`config.mk`:
```
export PLATFORM = sky130hd
export DESIGN_NAME = brs_branch_fx_sprs
export DESIGN_NICKNAME = d
export VERILOG_FILES = /design/src/brs_pkg.sv /design/src/brs_branch_fx_sprs.sv /design/src/brs_scratch_mem.sv
export SDC_FILE = /design/constraint.sdc
export NUM_CORES = 1
export LEC_CHECK = 0
export BUFFER_PORTS_ARGS = -buffer_cell sky130_fd_sc_hd__buf_4
export CORE_AREA = 2 2 202 353
export DETAILED_ROUTE_END_ITERATION = 10
export DIE_AREA = 0 0 204 355
export GPL_ROUTABILITY_DRIVEN = 0
export PLACE_DENSITY = 0.44
export SETUP_SLACK_MARGIN = 0.02
export SLEW_MARGIN = 20
export SYNTH_ARGS = -nofsm -noshare
export SYNTH_HDL_FRONTEND = slang
export SYNTH_SLANG_ARGS = --single-unit
```
`constraint.sdc`:
```
create_clock -name core_clk -period 5.4 [get_ports core_clk]
set_input_delay 0.27 -clock core_clk [delete_from_list [all_inputs] [get_ports core_clk]]
set_output_delay 0.27 -clock core_clk [all_outputs]
set_load 0.005 [all_outputs]
```
`src/brs_pkg.sv`:
```
package brs_pkg;
  // Register select codes carried by move-to / move-from requests
  localparam logic [3:0] SEL_LOOP_COUNT = 4'h0;
  localparam logic [3:0] SEL_RETURN_LINK = 4'h1;
  localparam logic [3:0] SEL_FIXED_POINT_FLAGS = 4'h2;
  localparam logic [3:0] SEL_USER_SCRATCH = 4'h3;
  localparam logic [3:0] SEL_SUP_SCRATCH_BASE = 4'h8;
  // Supervisor scratch 4..7 are user readable
  localparam logic [3:0] SEL_SUP_SCRATCH_USER_RD = 4'hC;
  // Flags register layout; printed bit 0 is the msb, so bit n is 31-n here
  localparam int FX_SO_BIT = 31;
  localparam int FX_OV_BIT = 30;
  localparam int FX_CA_BIT = 29;
  localparam int FX_TBC_MSB = 6;
  localparam int FX_TBC_LSB = 0;
  localparam int TBC_W = 7;
  // Word alignment of a return address
  localparam int LINK_ALIGN_BITS = 2;
  // Scratch store: eight supervisor words then the user word
  localparam int SCR_DEPTH = 9;
  localparam int SCR_AW = 4;
  localparam logic [3:0] SCR_USER_IDX = 4'h8;
  // Reset values chosen for determinism
  localparam logic [31:0] RST_WORD = 32'h0000_0000;
  localparam logic [TBC_W-1:0] RST_TBC = 7'h00;
endpackage : brs_pkg

```
`src/brs_branch_fx_sprs.sv`:
```
`timescale 1ns/100ps
module brs_branch_fx_sprs (
  input wire logic core_clk, // Core clock, 200 MHz
  input wire logic rst_n, // Async reset, active low
  input wire logic user_mode, // Issuing instruction runs in user state
  input wire logic spr_wr_en, // Move-to request
  input wire logic spr_rd_en, // Move-from request
  input wire logic [3:0] spr_sel, // Register select code
  input wire logic [31:0] spr_wdata, // Move-to source word
  output logic [31:0] spr_rdata, // Move-from result
  output logic spr_rd_valid, // Result pulse, two cycles after request
  output logic priv_fault, // Privilege violation pulse
  input wire logic br_dec_ctr, // Decrementing conditional branch
  input wire logic br_link_en, // Branch with link-enable bit set
  input wire logic [31:0] br_next_addr, // Address after the branch
  output logic [31:0] ctr_target, // Branch-to-counter target
  output logic [31:0] link_target, // Branch-to-link target, word aligned
  output logic loop_count_zero, // Loop count now equals zero
  input wire logic ov_upd, // Overflow-enabled form completes
  input wire logic ov_own_rule, // Multiply/divide own overflow rule
  input wire logic ov_own_val, // Overflow value under own rule
  input wire logic carry_in_msb, // Carry into result msb
  input wire logic carry_out_msb, // Carry out of result msb
  input wire logic ca_upd, // Carry-updating form completes
  input wire logic ca_own_rule, // Algebraic shift own carry rule
  input wire logic ca_own_val, // Carry value under own rule
  input wire logic rec_form, // Record form completes
  input wire logic mcrxr_en, // Move flags to condition field
  output logic [3:0] cond_field, // Copied summary/overflow/carry/zero
  output logic cond_valid, // Pulse with cond_field
  output logic cr0_so, // Summary copy for first condition field
  output logic cr0_valid, // Pulse with cr0_so
  output logic so_flag, // Sticky summary overflow
  output logic ov_flag, // Overflow
  output logic ca_flag, // Carry
  output logic [brs_pkg::TBC_W-1:0] string_byte_count // Byte count
);
  // Access is refused when user state writes any supervisor scratch word or reads scratch 0..3
  function automatic logic spr_denied(input logic [3:0] sel,
                                      input logic is_write,
                                      input logic umode);
    logic sup;
    sup = sel[3];
    spr_denied = umode && sup &&
      (is_write || sel < brs_pkg::SEL_SUP_SCRATCH_USER_RD);
  endfunction : spr_denied

  // Scratch word index for a select code, or out of range
  function automatic logic [brs_pkg::SCR_AW-1:0] scr_index(
      input logic [3:0] sel);
    logic [brs_pkg::SCR_AW-1:0] idx;
    idx = 4'hF;
    if (sel[3]) begin
      idx = {1'b0, sel[2:0]};
    end else if (sel == brs_pkg::SEL_USER_SCRATCH) begin
      idx = brs_pkg::SCR_USER_IDX;
    end
    scr_index = idx;
  endfunction : scr_index

  logic wr_ok;
  logic rd_ok;
  logic wr_ctr;
  logic wr_lr;
  logic wr_fx;
  logic scr_wr;
  logic scr_rd;
  logic [31:0] scr_rdata;

  // Request decode; user state may reach the branch and flag registers
  always_comb begin
    wr_ok = spr_wr_en && !spr_denied(spr_sel, 1'b1, user_mode);
    rd_ok = spr_rd_en && !spr_denied(spr_sel, 1'b0, user_mode);
    wr_ctr = wr_ok && spr_sel == brs_pkg::SEL_LOOP_COUNT;
    wr_lr = wr_ok && spr_sel == brs_pkg::SEL_RETURN_LINK;
    wr_fx = wr_ok && spr_sel == brs_pkg::SEL_FIXED_POINT_FLAGS;
    scr_wr = wr_ok && scr_index(spr_sel) != 4'hF;
    scr_rd = rd_ok && scr_index(spr_sel) != 4'hF;
  end

  // Scratch words live in their own store with registered read data
  brs_scratch_mem u_scratch (
    .core_clk(core_clk),
    .rst_n(rst_n),
    .wr_en(scr_wr),
    .wr_addr(scr_index(spr_sel)),
    .wr_data(spr_wdata),
    .rd_en(scr_rd),
    .rd_addr(scr_index(spr_sel)),
    .rd_data(scr_rdata)
  );

  logic [31:0] ctr_q, ctr_d;
  logic [31:0] lr_q, lr_d;
  logic [31:0] lr_tgt_q, lr_tgt_d;
  logic ctr_zero_q, ctr_zero_d;

  // Branch registers; a move-to in the same cycle wins over the branch
  always_comb begin
    ctr_d = ctr_q;
    lr_d = lr_q;
    if (wr_ctr) begin
      ctr_d = spr_wdata;
    end else if (br_dec_ctr) begin
      ctr_d = ctr_q - 32'h0000_0001;
    end
    if (wr_lr) begin
      lr_d = spr_wdata;
    end else if (br_link_en) begin
      lr_d = br_next_addr;
    end
    lr_tgt_d = {lr_d[31:brs_pkg::LINK_ALIGN_BITS],
                brs_pkg::LINK_ALIGN_BITS'(0)};
    ctr_zero_d = ctr_d == 32'h0000_0000;
  end

  // Reset gives a known value although software must not rely on it
  always_ff @(posedge core_clk or negedge rst_n) begin
    if (!rst_n) begin
      ctr_q <= brs_pkg::RST_WORD;
      lr_q <= brs_pkg::RST_WORD;
      lr_tgt_q <= brs_pkg::RST_WORD;
      ctr_zero_q <= 1'b1;
    end else begin
      ctr_q <= ctr_d;
      lr_q <= lr_d;
      lr_tgt_q <= lr_tgt_d;
      ctr_zero_q <= ctr_zero_d;
    end
  end

  logic so_q, so_d;
  logic ov_q, ov_d;
  logic ca_q, ca_d;
  logic [brs_pkg::TBC_W-1:0] tbc_q, tbc_d;
  logic [3:0] cond_q, cond_d;
  logic cond_v_q, cond_v_d;
  logic cr0_so_q, cr0_so_d;
  logic cr0_v_q, cr0_v_d;

  // Flags; an overflow in the clearing cycle still leaves summary set
  always_comb begin
    so_d = so_q;
    ov_d = ov_q;
    ca_d = ca_q;
    tbc_d = tbc_q;
    cond_d = cond_q;
    cond_v_d = 1'b0;
    if (mcrxr_en) begin
      cond_d = {so_q, ov_q, ca_q, 1'b0};
      cond_v_d = 1'b1;
      so_d = 1'b0;
      ov_d = 1'b0;
      ca_d = 1'b0;
    end
    if (wr_fx) begin
      so_d = spr_wdata[brs_pkg::FX_SO_BIT];
      ov_d = spr_wdata[brs_pkg::FX_OV_BIT];
      ca_d = spr_wdata[brs_pkg::FX_CA_BIT];
      tbc_d = spr_wdata[brs_pkg::FX_TBC_MSB:brs_pkg::FX_TBC_LSB];
    end
    if (ov_upd) begin
      if (ov_own_rule) begin
        ov_d = ov_own_val;
      end else begin
        ov_d = carry_in_msb ^ carry_out_msb;
      end
      if (ov_d) begin
        so_d = 1'b1;
      end
    end
    if (ca_upd) begin
      ca_d = ca_own_rule ? ca_own_val : carry_out_msb;
    end
    cr0_so_d = rec_form ? so_d : cr0_so_q;
    cr0_v_d = rec_form;
  end

  always_ff @(posedge core_clk or negedge rst_n) begin
    if (!rst_n) begin
      so_q <= 1'b0;
      ov_q <= 1'b0;
      ca_q <= 1'b0;
      tbc_q <= brs_pkg::RST_TBC;
      cond_q <= 4'h0;
      cond_v_q <= 1'b0;
      cr0_so_q <= 1'b0;
      cr0_v_q <= 1'b0;
    end else begin
      so_q <= so_d;
      ov_q <= ov_d;
      ca_q <= ca_d;
      tbc_q <= tbc_d;
      cond_q <= cond_d;
      cond_v_q <= cond_v_d;
      cr0_so_q <= cr0_so_d;
      cr0_v_q <= cr0_v_d;
    end
  end

  logic s1_v_q, s1_v_d;
  logic s1_scr_q, s1_scr_d;
  logic [31:0] s1_word_q, s1_word_d;
  logic [31:0] rdata_q, rdata_d;
  logic rvalid_q, rvalid_d;
  logic fault_q, fault_d;

  // Two-stage read so the scratch store and the port both stay registered
  always_comb begin
    s1_v_d = rd_ok;
    s1_scr_d = scr_rd;
    s1_word_d = 32'h0000_0000;
    unique case (spr_sel)
      brs_pkg::SEL_LOOP_COUNT: s1_word_d = ctr_q;
      brs_pkg::SEL_RETURN_LINK: s1_word_d = lr_q;
      brs_pkg::SEL_FIXED_POINT_FLAGS: begin
        s1_word_d[brs_pkg::FX_SO_BIT] = so_q;
        s1_word_d[brs_pkg::FX_OV_BIT] = ov_q;
        s1_word_d[brs_pkg::FX_CA_BIT] = ca_q;
        s1_word_d[brs_pkg::FX_TBC_MSB:brs_pkg::FX_TBC_LSB] = tbc_q;
      end
      default: s1_word_d = 32'h0000_0000;
    endcase
    rdata_d = rdata_q;
    if (s1_v_q) begin
      rdata_d = s1_scr_q ? scr_rdata : s1_word_q;
    end
    rvalid_d = s1_v_q;
    fault_d = (spr_wr_en || spr_rd_en) &&
      spr_denied(spr_sel, spr_wr_en, user_mode);
  end

  always_ff @(posedge core_clk or negedge rst_n) begin
    if (!rst_n) begin
      s1_v_q <= 1'b0;
      s1_scr_q <= 1'b0;
      s1_word_q <= brs_pkg::RST_WORD;
      rdata_q <= brs_pkg::RST_WORD;
      rvalid_q <= 1'b0;
      fault_q <= 1'b0;
    end else begin
      s1_v_q <= s1_v_d;
      s1_scr_q <= s1_scr_d;
      s1_word_q <= s1_word_d;
      rdata_q <= rdata_d;
      rvalid_q <= rvalid_d;
      fault_q <= fault_d;
    end
  end

  // Every output straight from a flop
  assign spr_rdata = rdata_q;
  assign spr_rd_valid = rvalid_q;
  assign priv_fault = fault_q;
  assign ctr_target = ctr_q;
  assign link_target = lr_tgt_q;
  assign loop_count_zero = ctr_zero_q;
  assign cond_field = cond_q;
  assign cond_valid = cond_v_q;
  assign cr0_so = cr0_so_q;
  assign cr0_valid = cr0_v_q;
  assign so_flag = so_q;
  assign ov_flag = ov_q;
  assign ca_flag = ca_q;
  assign string_byte_count = tbc_q;

  // Summary overflow holds unless a legal clearing event occurs
  a_so_sticky_hold: assert property (
    @(posedge core_clk) disable iff (!rst_n)
    so_q && !wr_fx && !mcrxr_en |=> so_q)
    else $error("summary overflow cleared without cause");

  a_so_follows_ov: assert property (
    @(posedge core_clk) disable iff (!rst_n)
    ov_upd && !ov_own_rule && (carry_in_msb != carry_out_msb)
    |=> ov_q && so_q)
    else $error("overflow did not set summary");

  a_ov_xor_rule: assert property (
    @(posedge core_clk) disable iff (!rst_n)
    ov_upd && !ov_own_rule
    |=> ov_q == ($past(carry_in_msb) ^ $past(carry_out_msb)))
    else $error("overflow not carry xor");

  a_ca_carry_out: assert property (
    @(posedge core_clk) disable iff (!rst_n)
    ca_upd && !ca_own_rule |=> ca_q == $past(carry_out_msb))
    else $error("carry not msb carry out");

  a_mcrxr_copy_clear: assert property (
    @(posedge core_clk) disable iff (!rst_n)
    mcrxr_en && !wr_fx && !ov_upd && !ca_upd
    |=> cond_valid && cond_q == {$past(so_q), $past(ov_q), $past(ca_q), 1'b0}
        && !so_q && !ov_q && !ca_q)
    else $error("flag copy or clear wrong");

  a_link_load_next: assert property (
    @(posedge core_clk) disable iff (!rst_n)
    br_link_en && !wr_lr
    |=> lr_q == $past(br_next_addr) ##1 link_target[1:0] == 2'h0)
    else $error("return link not loaded");

  a_ctr_decrement: assert property (
    @(posedge core_clk) disable iff (!rst_n)
    br_dec_ctr && !wr_ctr |=> ctr_target == $past(ctr_target) - 32'h1)
    else $error("loop count not decremented");

  a_priv_fault_block: assert property (
    @(posedge core_clk) disable iff (!rst_n)
    spr_wr_en && user_mode && spr_sel[3] |=> priv_fault ##1 !spr_rd_valid)
    else $error("user write to supervisor scratch not faulted");

  a_read_two_cycles: assert property (
    @(posedge core_clk) disable iff (!rst_n)
    spr_rd_en && spr_sel == brs_pkg::SEL_LOOP_COUNT && !spr_wr_en
    |=> ##1 spr_rd_valid && spr_rdata == $past(ctr_q, 2))
    else $error("loop count read wrong");
endmodule : brs_branch_fx_sprs

```
`src/brs_scratch_mem.sv`:
```
`timescale 1ns/100ps
module brs_scratch_mem (
  input wire logic core_clk, // Core clock
  input wire logic rst_n, // Async reset, active low
  input wire logic wr_en, // Write strobe
  input wire logic [brs_pkg::SCR_AW-1:0] wr_addr, // Write word index
  input wire logic [31:0] wr_data, // Write data
  input wire logic rd_en, // Read strobe
  input wire logic [brs_pkg::SCR_AW-1:0] rd_addr, // Read word index
  output logic [31:0] rd_data // Registered read data
);
  logic [31:0] mem_q [brs_pkg::SCR_DEPTH];
  logic [31:0] mem_d [brs_pkg::SCR_DEPTH];
  logic [31:0] rd_data_q;
  logic [31:0] rd_data_d;

  // Next word values; only software writes ever land here
  for (genvar i = 0; i < brs_pkg::SCR_DEPTH; i++) begin : g_word
    always_comb begin
      mem_d[i] = mem_q[i];
      if (wr_en && wr_addr == brs_pkg::SCR_AW'(i)) begin
        mem_d[i] = wr_data;
      end
    end
    always_ff @(posedge core_clk or negedge rst_n) begin
      if (!rst_n) begin
        mem_q[i] <= brs_pkg::RST_WORD;
      end else begin
        mem_q[i] <= mem_d[i];
      end
    end
  end

  // Read port holds its last word between reads
  always_comb begin
    rd_data_d = rd_data_q;
    if (rd_en && rd_addr < brs_pkg::SCR_AW'(brs_pkg::SCR_DEPTH)) begin
      rd_data_d = mem_q[rd_addr];
    end
  end

  always_ff @(posedge core_clk or negedge rst_n) begin
    if (!rst_n) begin
      rd_data_q <= brs_pkg::RST_WORD;
    end else begin
      rd_data_q <= rd_data_d;
    end
  end

  assign rd_data = rd_data_q;
endmodule : brs_scratch_mem
```
==> summary.md, run 1 <==
| Metric | Value |
|---|---|
| Clock power frac | `between 30 and 40%` |
| Clk_lat worst skew | `approximately 580 ps` |
| RSZ-0062 raised after global routing | `false` |
| Finished Layout Cells | `~2,800` |
| Pwr dens | `around 390 nW/um2` |
| Ports | `between 200 and 250` |
| Maximum clock frequency | `approximately 280 MHz` |
| Max VDD drop | `0.2154 mV` |
| Largest cells by area after synthesis | `dfrtp_1, mux2_2, mux2i_1` |
| Die area | `a little over 70,000 um2` |
| Initial antenna violation count | `2` |
| Hold EP | `link_target[14]` |
| GRT Residual Overflow | `0` |
| Crit. End Element | `register` |
| Pleak | `10.88 nW` |
| Post-synth ARST share | `between 90% and 100%` |
| Total placed cells including tap cells | `2,663` |
| Largest net degree at the start of global routing | `around 150` |
| Post-synthesis sequential area ratio | `56.54%` |
| Layout cells sized above 1 | `about 34%` |
| Fin crit period | `between 3000 and 4000 ps` |
| Worst Hold Class | `in -> reg` |
| Top cell type's share of synthesized area | `a little under three fifths` |
| Total internal power | `slightly below 7 mW` |
| Status | `finished clean` |
| Main synth FF type | `dfrtp_1` |
| Gr usage total | `about a fifth` |
| Row cnt | `between 100 and 150` |
| Routed wire length | `about 73,000 um` |
| Switching portion of total power | `roughly 29%` |
| Hold path depth | `3` |
| Nets | `about 1,900` |
| Net Switching | `approximately 2.8 mW` |
| Syn-to-layout area delta | `19.47%` |
| Area of the multi-input gates | `8303 um2` |
| WL/cell | `approximately 26 um` |
| Critical Path RT | `between 5000 and 6000 ps` |
| Relative slew slack | `between 30% and 40%` |
| Worst Path Arrival | `between 4000 and 5000 ps` |
| Final Hold Fails | `0` |
| Sequential standard cell area | `about 12,000 um2` |
| Synth Register Bits | `between 400 and 500` |
| Hpwl dp | `48,020 um` |
| Beginning of the worst register-to-register path | `ctr_target[0]` |
| Worst clock skew | `19.46 ps` |
| Via density | `about 5.3` |
| Number of global-route vias before repair | `about 15,000` |
| Avg Cell Area, Syn | `12.18 um2` |
| Core area | `69,510 um2` |
| DRC viols | `0` |
| CTS tree | `yes` |
| # setup viols final | `0` |
| Most common cell in the synthesized netlist | `dfrtp_1` |
| Post-DRT Antenna Nets | `0` |
| Multiplexer share of the synthesized area | `between 10% and 20%` |
| CTS clk-pin slew, worst paths | `around 70 ps` |
| Hold path startpoint | `br_next_addr[14]` |
| H-tree Lvls | `2` |
| Simple-gate area share of the yosys netlist | `6.274%` |
| CTS resizes | `0` |
| XOR/XNOR Fraction of Synth Area | `0.9704%` |
| First-pass GRT wire length | `107,000 um` |
| Comb pwr share | `17.7%` |
| Vias | `about 15,000` |
| Post-synth top cells | `dfrtp_1, mux2_2, clkbuf_1` |
| Reg2reg setup slack | `approximately 1900 ps` |
| # hold bufs at CTS | `28` |
| Crit path max fanout | `6` |
| Total of max-cap violations | `0` |
| Post-Synth Adder-Cell Area | `less than 1%` |
| Gate Count Post-Synth | `~1,700` |
| Initial drt markers | `1,105` |
| Mapped cell area | `around 21,000 um2` |
| Die width | `204 um` |
| EDFF count, synth | `0` |
| Setup TNS | `0 ps` |
| CTS buffer count | `45` |
| # fillers | `between 6,000 and 7,000` |
| Area leader, netlist | `dfrtp_1` |
| First-pass DRT Iterations | `6` |
| Critical path class | `reg -> reg` |
| Worst-margin pin slew | `slightly below 1000 ps` |
| I/O Buffers | `197` |
| Largest family of logic cells by synthesized area | `multiplexers` |
| Reg2Reg Depth | `9` |
| Final period util | `~66%` |
| Longest Clk Path Bufs | `3` |
| Starting density of the core | `approximately 30%` |
| Sequential Power Share | `between 40% and 50%` |
| Synth cell types | `56` |
| CTS sink cnt | `around 470` |
| Die Height | `around 360 um` |
| Ant. Diodes | `0` |
| CP startpoint kind | `register` |
| Root Buffer | `clkbuf_16` |
| R2R Path End | `loop_count_zero` |
| Ys Warns | `0` |
| Pins Over Slew Limit | `0` |
| Synth Area in Compound Gates | `12.25%` |
| Postcts setup bufs | `0` |
## critical path, stage by stage, from the launching register on
cell and delay, ps:
dfrtp_1 440, inv_1 100, ha_1 260, or4bb_1 510
nor4_1 860, xnor2_1 220, o21ai_1 150, nor4_1 400
nand4b_1 290, nor4_2 220
## stage by stage
step	worst slack, ps	utilization, %	power, mW	hold WS [ps]	area, um2
3_5_place_dp	1838	33.17	6.433	400.7	23060
6_report	1857	35.68	9.567	18.29	24800
3_3_place_gp	1758	33.07	6.381	402.6	22990
4_1_cts	1820	35.68	9.681	0.7259	24800
5_1_grt	1496	35.68	10.04	19.51	24800
2_1_floorplan	2352	-	5.547	-25.59	20770
## worst max path at each step
stage	end	slack, ps	startpoint
after floorplan	loop_count_zero	2350	ctr_target[2]
after global placement	u_scratch.mem_q[148]	1760	spr_sel[3]
after detailed placement	loop_count_zero	1840	ctr_target[0]
after CTS	loop_count_zero	1820	ctr_target[0]
after global routing	loop_count_zero	1500	ctr_target[0]
final	loop_count_zero	1860	ctr_target[0]
## layout by cell type, fill, tap and decap left out, types with 3 or more instances in the layout
cell / netlist / routed
o31ai_1: 4 / 4
nand2_1: 77 / 74
a31oi_1: 10 / 10
nand3b_1: 3 / 3
inv_1: 9 / 9
buf_4: 34 / 227
or3_1: 7 / 7
nor2_1: 89 / 86
mux2_2: 296 / 296
or4_1: 13 / 13
nand4b_1: 4 / 4
mux2i_1: 75 / 75
dlygate4sd3_1: 0 / 28
a21oi_1: 107 / 104
clkbuf_1: 130 / 5
buf_12: 0 / 3
conb_1: 1 / 3
dfrtp_1: 468 / 466
a21oi_4: 0 / 3
xnor2_1: 14 / 14
a222oi_1: 26 / 26
nand4_1: 3 / 3
clkinv_2: 0 / 10
nor4_1: 16 / 15
a221oi_1: 44 / 44
a22o_1: 21 / 21
and2_1: 9 / 8
clkbuf_8: 0 / 16
o21ai_0: 59 / 58
xor2_1: 9 / 9
a22oi_1: 91 / 91
nand3_1: 10 / 8
nor3_1: 14 / 12
o22ai_1: 7 / 7
clkbuf_16: 0 / 45
## power groups by stage
stage | Sequential (mW) | Combinational (mW) | Clock (mW)
after floorplan | 4.52 | 1.03 | 0
after global placement | 4.71 | 1.67 | 0
after detailed placement | 4.73 | 1.70 | 0
after CTS | 4.67 | 1.72 | 3.29
after global routing | 4.75 | 1.86 | 3.43
final | 4.67 | 1.70 | 3.20
## layer usage
layer / vias up / GRT usage [%] / routed length [um]
li1: 6471 / - / -
met1: 7634 / 24.85 / 29890
met2: 429 / 35.93 / 37290
met3: 78 / 2.839 / 3752
met4: 4 / 5.609 / 1872
met5: - / 0 / 26
## cells by family after synthesis
kind of cell    count (synthesis)
simple gates                  265
buf+inv                       198
mux                           371
compound gates                377
flops                         469
xor+xnor                       23
fa+ha+maj                       1
other cells                     1
## sequential cells by signal, indices dropped and copies added (netlist names)
| signal | flops |
|---|---|
| u_scratch.mem_q | 288 |
| ctr_target | 32 |
| s1_word_q | 32 |
| spr_rdata | 32 |
| u_scratch.rd_data | 32 |
| link_target | 30 |
| string_byte_count | 7 |
| cond_field | 3 |
| lr_q | 2 |
| ca_flag | 1 |
| cond_valid | 1 |
| cr0_so | 1 |
| cr0_valid | 1 |
| loop_count_zero | 1 |
| ov_flag | 1 |
| priv_fault | 1 |
| rvalid_d | 1 |
| s1_scr_q | 1 |
| so_flag | 1 |
| spr_rd_valid | 1 |
## final cells by class
| cell class | count | share of cell area, % |
|---|---|---|
| Clock buffer | 66 | 5.504 |
| Clock inverter | 13 | 0.3935 |
| Sequential cell | 469 | 47.34 |
| Multi-Input combinational cell | 1040 | 33.48 |
| Inverter | 11 | 0.1665 |
| Tap cell | 910 | 4.591 |
| Timing Repair Buffer | 261 | 8.526 |
(Power assumes the default switching activity.)
==> inputs of run 2 (changes only) <==
Clock period 5.4 ns to 3.55 ns, I/O delays scaled along.
==> summary.md, run 2 (synthesis gave the netlist of run 1 again) <==
| Metric | Value |
|---|---|
| Fin crit period | `3188 ps (-355.4 ps)` |
| WL/cell | `25.38 um (-3.5%)` |
| Largest Register | `u_scratch.mem_q` |
| Hold EP | `string_byte_count[3]` |
| DRC viols | `0 (unchanged)` |
| Pleak | `11.48 nW (+5.5%)` |
| CTS sink cnt | `469 (unchanged)` |
| Finished Layout Cells | `2,907 (+4.9%)` |
| Clk_lat worst skew | `590 ps (about the same)` |
| Comb pwr share | `19.4% (+1.7 points)` |
| Vias | `15,120 (+3.4%)` |
| CTS tree | `yes` |
| Total placed cells including tap cells | `2,712 (+1.8%)` |
| Hpwl dp | `50,570 um (+5.3%)` |
| Largest net degree at the start of global routing | `87 (-43%)` |
| Reg2reg setup slack | `360 ps (-1490 ps)` |
| Ports | `201 (unchanged)` |
| Hold path startpoint | `spr_wdata[3]` |
| Via density | `5.201 (-1.4%)` |
| Max reg flops | `288 (unchanged)` |
| PnR Total Power | `14.86 mW (+55%)` |
| Die Height | `355 um (unchanged)` |
| # fillers | `6,728 (-1.8%)` |
| CTS clk-pin slew, worst paths | `70 ps (about the same)` |
| I/O Buffers | `197 (unchanged)` |
| Slowest-stage cell, CP | `or4b_1` |
| Core area | `69,510 um2 (unchanged)` |
| Placed Area | `23,530 um2 (+2.1%)` |
| Critical path class | `reg -> reg` |
| Total of max-cap violations | `0 (unchanged)` |
| R2R Path End | `loop_count_zero` |
| Max VDD drop | `0.2781 mV (+29%)` |
| Routed wire length | `73,790 um (+1.3%)` |
| Crit path max fanout | `9 (+3)` |
| Status | `finished clean` |
| Clock power frac | `33.4% (about the same)` |
| Syn-to-layout area delta | `25.81%` |
| Crit. End Element | `register` |
| Postcts setup bufs | `0 (unchanged)` |
| Initial antenna violation count | `3 (+1)` |
| Starting density of the core | `29.87% (unchanged)` |
| First-pass GRT wire length | `109,400 um (+2.2%)` |
| Place WS | `380.0 ps (-1458 ps)` |
| CTS buffer count | `47 (+4.4%)` |
| CP startpoint kind | `register` |
| GRT Residual Overflow | `0 (unchanged)` |
| Row cnt | `128 (unchanged)` |
| Critical Path RT | `4060 ps (-1830 ps)` |
| Relative slew slack | `40.83% (+6.4 points)` |
| Hold path depth | `2 (-1)` |
| Crit path cell chain | `or4b_1, or4_4, o21ai_2, a31oi_1, or3_1, or4_1, nor4_2` |
| Switching portion of total power | `28.74% (-0.091 points)` |
| Fin util | `37.57% (+1.9 points)` |
| First-pass DRT Iterations | `7 (+1)` |
| H-tree Lvls | `2 (unchanged)` |
| Root Buffer | `clkbuf_16` |
| Worst clock skew | `23.73 ps (+4.272 ps)` |
| Pins Over Slew Limit | `0 (unchanged)` |
| RSZ-0062 raised after global routing | `false` |
| Setup TNS | `0 ps (unchanged)` |
| Longest Clk Path Bufs | `3 (unchanged)` |
| Beginning of the worst register-to-register path | `ctr_target[2]` |
| CTS resizes | `0 (unchanged)` |
| # setup viols final | `0 (unchanged)` |
| Post-DRT Antenna Nets | `0 (unchanged)` |
| Number of global-route vias before repair | `16,190 (+5.0%)` |
| Nets | `2,045 (+6.8%)` |
| Die area | `72,420 um2 (unchanged)` |
| Reg2Reg Depth | `7 (-2)` |
| Net Switching | `4.270 mW (+55%)` |
| Most frequent cells in the layout | `dfrtp_1, mux2_2, buf_4` |
| Final period util | `89.79% (+24 points)` |
| Die width | `204 um (unchanged)` |
| Total internal power | `10.59 mW (+55%)` |
| WHS | `31.47 ps (+13.18 ps)` |
| Most common cell after layout, fill and taps aside | `dfrtp_1` |
| Initial drt markers | `919 (-17%)` |
| Pwr dens | `568.8 nW/um2 (+47%)` |
| Fin area | `26,120 um2 (+5.3%)` |
| Worst-margin pin slew | `887.6 ps (-86.73 ps)` |
| Layout cells sized above 1 | `34.02% (-0.18 points)` |
| Worst Path Arrival | `3700 ps (-330 ps)` |
| Final Hold Fails | `0 (unchanged)` |
| Worst Hold Class | `in -> reg` |
| Post-route setup slack | `362.3 ps (-1495 ps)` |
| Worst path max stage delay | `740 ps (-120 ps)` |
| Gr usage total | `20.41% (+0.40 points)` |
| Maximum clock frequency | `313.7 MHz (+11%)` |
| Sequential Power Share | `47.2% (-1.6 points)` |
==> run 2: changes by cell type in the layout (fill, tap and decap cells not counted), moves of 2 or more <==
cell	change
dlygate4sd3_1	+80
clkbuf_16	+3
buf_16	-2
clkinv_2	-4
buf_4	+38
clkbuf_8	-6
buf_12	+13
clkbuf_1	+13
==> run 2: worst max path at each step <==
stage	startpoint	end	cells past startpoint
global placement	ctr_target[2]	loop_count_zero	7
finish	ctr_target[2]	loop_count_zero	7
global route	ctr_target[0]	loop_count_zero	10
CTS	ctr_target[2]	loop_count_zero	7
floorplan	ctr_target[2]	loop_count_zero	8
detailed placement	ctr_target[2]	loop_count_zero	7
==> run 2: critical path: cells and delay by family (launching register included) <==
| family | cells | cell delay [ps] |
|---|---|---|
| compound gates | 2 | 240 |
| flops | 1 | 460 |
| simple gates | 5 | 2400 |
==> run 2: timing repair <==
item,4_1_cts,5_1_grt
setup endpoints to repair,0,0
hold buffers,108,0
endpoints found under the hold margin,387,0
==> run 2: routing by layer <==
metal / vias to the layer above / global-route usage (%) / share of wire (%)
met5: - / 0 / 0
met4: 0 / 6.696 / 3.1
met3: 113 / 2.692 / 4.4
met2: 436 / 37.46 / 52
met1: 7831 / 24.37 / 40
li1: 6739 / - / -
==> run 2: area by class of cell <==
type	count	area, um2	area share, %
well taps	910	1139	4.360
diodes	1	2.502	0.009582
repair buffers	390	3406	13.04
flip-flops and latches	469	11740	44.95
clock buffers	76	1406	5.385
inverters	11	41.29	0.1581
multi-input cells	1040	8288	31.73
clock inverters	10	93.84	0.3593
==> run 2: power by group through the flow <==
stage / clock [mW] / combinational (mW) / sequential (mW)
floorplan: 0 / 1.56 / 6.88
global placement: 0 / 2.73 / 7.05
detailed placement: 0 / 2.76 / 7.11
CTS: 5.13 / 2.91 / 7.01
global route: 5.32 / 3.14 / 7.13
finish: 4.96 / 2.88 / 7.01
==> inputs of run 3 (changes only) <==
Settings changed: ABC_AREA from default to 1, CORE_AREA 2 2 202 353 to 2 2 202 354, DIE_AREA 0 0 204 355 to 0 0 204 356.
==> summary.md, run 3 <==
| Metric | Value |
|---|---|
| First-pass DRT Iterations | `5 (-2)` |
| Worst Path Arrival | `3090 ps (-610 ps)` |
| CTS resizes | `0 (unchanged)` |
| Area leader, netlist | `dfrtp_1` |
| Avg Cell Area, Syn | `8.630 um2 (-29%)` |
| Root Buffer | `clkbuf_16` |
| Critical path class | `reg -> reg` |
| Worst Hold Class | `in -> reg` |
| WL/cell | `22.16 um (-13%)` |
| Max reg flops | `288 (unchanged)` |
| Ys Warns | `0 (unchanged)` |
| Place WS | `1088 ps (+708.3 ps)` |
| PnR Total Power | `14.94 mW (+0.55%)` |
| Initial drt markers | `1,411 (+54%)` |
| Status | `finished clean` |
| Most common cell in the synthesized netlist | `nand2_1` |
| Die area | `72,620 um2 (+0.28%)` |
| Vias | `17,810 (+18%)` |
| I/O Buffers | `197 (unchanged)` |
| GRT busiest layer | `met2` |
| Post-synth top cells | `nand2_1, dfrtp_1, o21ai_0` |
| Met1 usage | `26.85% (+2.5 points)` |
| Via density | `5.083 (-2.3%)` |
| Most frequent cells in the layout | `nand2_1, dfrtp_1, o21ai_0` |
| DRC viols | `0 (unchanged)` |
| Number of global-route vias before repair | `18,440 (+14%)` |
| Ports | `201 (unchanged)` |
| Total of max-cap violations | `0 (unchanged)` |
| Max VDD drop | `0.3253 mV (+17%)` |
| Nets | `2,637 (+29%)` |
| Maximum clock frequency | `387.0 MHz (+23%)` |
| Pleak | `11.71 nW (+2.0%)` |
| Area of the multi-input gates | `7562 um2 (-8.8%)` |
| Synth Register Bits | `469 (unchanged)` |
| Worst-margin pin slew | `1030 ps (+142.1 ps)` |
| RSZ-0062 raised after global routing | `false` |
| Post-synth ARST share | `100.0% (unchanged)` |
| Postcts setup bufs | `0 (unchanged)` |
| Fin crit period | `2584 ps (-603.6 ps)` |
| M3 GR Usage | `2.762% (+0.070 points)` |
| Crit. End Element | `register` |
| Relative slew slack | `31.36% (-9.5 points)` |
| Grt met2 use | `36.91% (-0.55 points)` |
| CTS tree | `yes` |
| Post-DRT Antenna Nets | `0 (unchanged)` |
| Most common cell after layout, fill and taps aside | `nand2_1` |
| GRT Residual Overflow | `0 (unchanged)` |
| Longest Clk Path Bufs | `3 (unchanged)` |
| Die width | `204 um (unchanged)` |
| CTS buffer count | `45 (-4.3%)` |
| WHS | `51.46 ps (+19.99 ps)` |
| Main synth FF type | `dfrtp_1` |
| # fillers | `7,323 (+8.8%)` |
| Fin area | `25,090 um2 (-3.9%)` |
| Reg2reg setup slack | `970 ps (+600 ps)` |
| Gate Count Post-Synth | `2,406 (+41%)` |
| Crit path max fanout | `5 (-4)` |
| Die Height | `356 um (+0.28%)` |
| # setup viols final | `0 (unchanged)` |
| CTS clk-pin slew, worst paths | `70 ps (about the same)` |
| Layout cells sized above 1 | `13.81% (-20 points)` |
| Routed wire length | `77,670 um (+5.2%)` |
| Post-synthesis sequential area ratio | `56.53% (about the same)` |
| Sequential standard cell area | `11,740 um2 (about the same)` |
| Hpwl dp | `51,300 um (+1.5%)` |
| Final Hold Fails | `0 (unchanged)` |
| CP startpoint kind | `register` |
| Critical Path RT | `4060 ps (about the same)` |
| Syn-to-layout area delta | `20.81%` |
| Core area | `70,050 um2 (+0.78%)` |
| Placed Area | `23,040 um2 (-2.1%)` |
| Pwr dens | `595.4 nW/um2 (+4.7%)` |
| Slowest-stage cell, CP | `dfrtp_1` |
| Pins Over Slew Limit | `0 (unchanged)` |
| Row cnt | `129 (+0.78%)` |
| Worst path max stage delay | `430 ps (-310 ps)` |
| # hold bufs at CTS | `53 (-51%)` |
| Cell mode on critical path | `nand2_1` |
| Synth cell types | `36 (-36%)` |
| Gr usage total | `21.50% (+1.1 points)` |
| Final period util | `72.79% (-17 points)` |
| H-tree Lvls | `2 (unchanged)` |
| Largest net degree at the start of global routing | `98 (+13%)` |
| Mapped cell area | `20,760 um2 (about the same)` |
| Starting density of the core | `29.64% (-0.22 points)` |
| Largest Register | `u_scratch.mem_q` |
| Crit path cell chain | `inv_1, ha_1, nand2_1, inv_2, nand2_2, nor2_1, nand2_1, o21ai_0, nand3_1, nand2_1, nand2_1, nor2_1, nand3_1, nor2_1` |
| Initial antenna violation count | `1 (-2)` |
| Worst clock skew | `22.44 ps (-1.294 ps)` |
| Clk_lat worst skew | `590 ps (about the same)` |
| Largest cells by area after synthesis | `dfrtp_1, nand2_1, o21ai_0` |
| CTS sink cnt | `469 (unchanged)` |
| EDFF count, synth | `0 (unchanged)` |
| Setup TNS | `0 ps (unchanged)` |
| Top cell type's share of synthesized area | `56.40% (about the same)` |
| First-pass GRT wire length | `117,000 um (+7.0%)` |
| Post-route setup slack | `965.8 ps (+603.6 ps)` |
## run 3: per-stage QoR
| step | std cells | util [%] |
|---|---|---|
| floorplan | 2408 | - |
| global placement | 3368 | 32.90 |
| detailed placement | 3368 | 32.90 |
| CTS | 3503 | 35.81 |
| global route | 3503 | 35.81 |
| finish | 3504 | 35.81 |
## run 3: layout make-up
| type | count | share of cell area (%) |
|---|---|---|
| sequential | 469 | 46.80 |
| multi-input combinational | 1588 | 30.15 |
| timing repair buffer | 295 | 10.19 |
| clock buffer | 68 | 5.482 |
| tap | 917 | 4.574 |
| inverter | 152 | 2.274 |
| clock inverter | 14 | 0.5337 |
| antenna | 1 | 0.009976 |
## run 3: per-layer routing
metal / share of wire (%) / vias up
met1: 42 / 8765
met3: 4.9 / 168
li1: - / 8253
met4: 4.7 / 0
met2: 49 / 626
met5: 0 / -
## run 3: path summary, 6_finish.rpt
path,depth (start not counted),endpoint,from
worst min-delay path,5,ctr_target[1],br_dec_ctr
max in group asynchronous,3,u_scratch.mem_q[0],rst_n
worst min register to register,2,u_scratch.mem_q[202],u_scratch.mem_q[202]
worst max-delay path,14,loop_count_zero,ctr_target[0]
worst max register to register,14,loop_count_zero,ctr_target[0]
min in group asynchronous,2,u_scratch.mem_q[175],rst_n
## run 3: cell families (layout without fill, tap and decap cells)
logic type,Yosys count,count (layout),synth area share (%)
xor gates and xnor gates,2,2,0.08438
muxes,2,2,0.1085
buffers and inverters,351,529,7.255
AOI/OAI and AO/OA,574,574,16.16
and+or+nand+nor,1006,1006,19.79
other,1,4,0.01806
adders and majority gates,1,1,0.06025
DFF,469,469,56.53
## run 3: report_power, final
group / internal [mW] / total, mW / switching [mW] / leakage, nW
registers: 6.31 / 7.05 / 0.736 / 5.95
clock network: 2.83 / 5.02 / 2.19 / 0.749
logic: 1.12 / 2.87 / 1.75 / 5.02
total: 10.3 / 14.9 / 4.67 / 11.7
## run 3: worst max-delay path, delay by kind of cell (launching register included)
family / cells / cell delay, ps
AOI/OAI and AO/OA: 1 / 160
and+or+nand+nor: 10 / 1470
DFF: 1 / 430
adders and majority gates: 1 / 180
buffers and inverters: 2 / 260
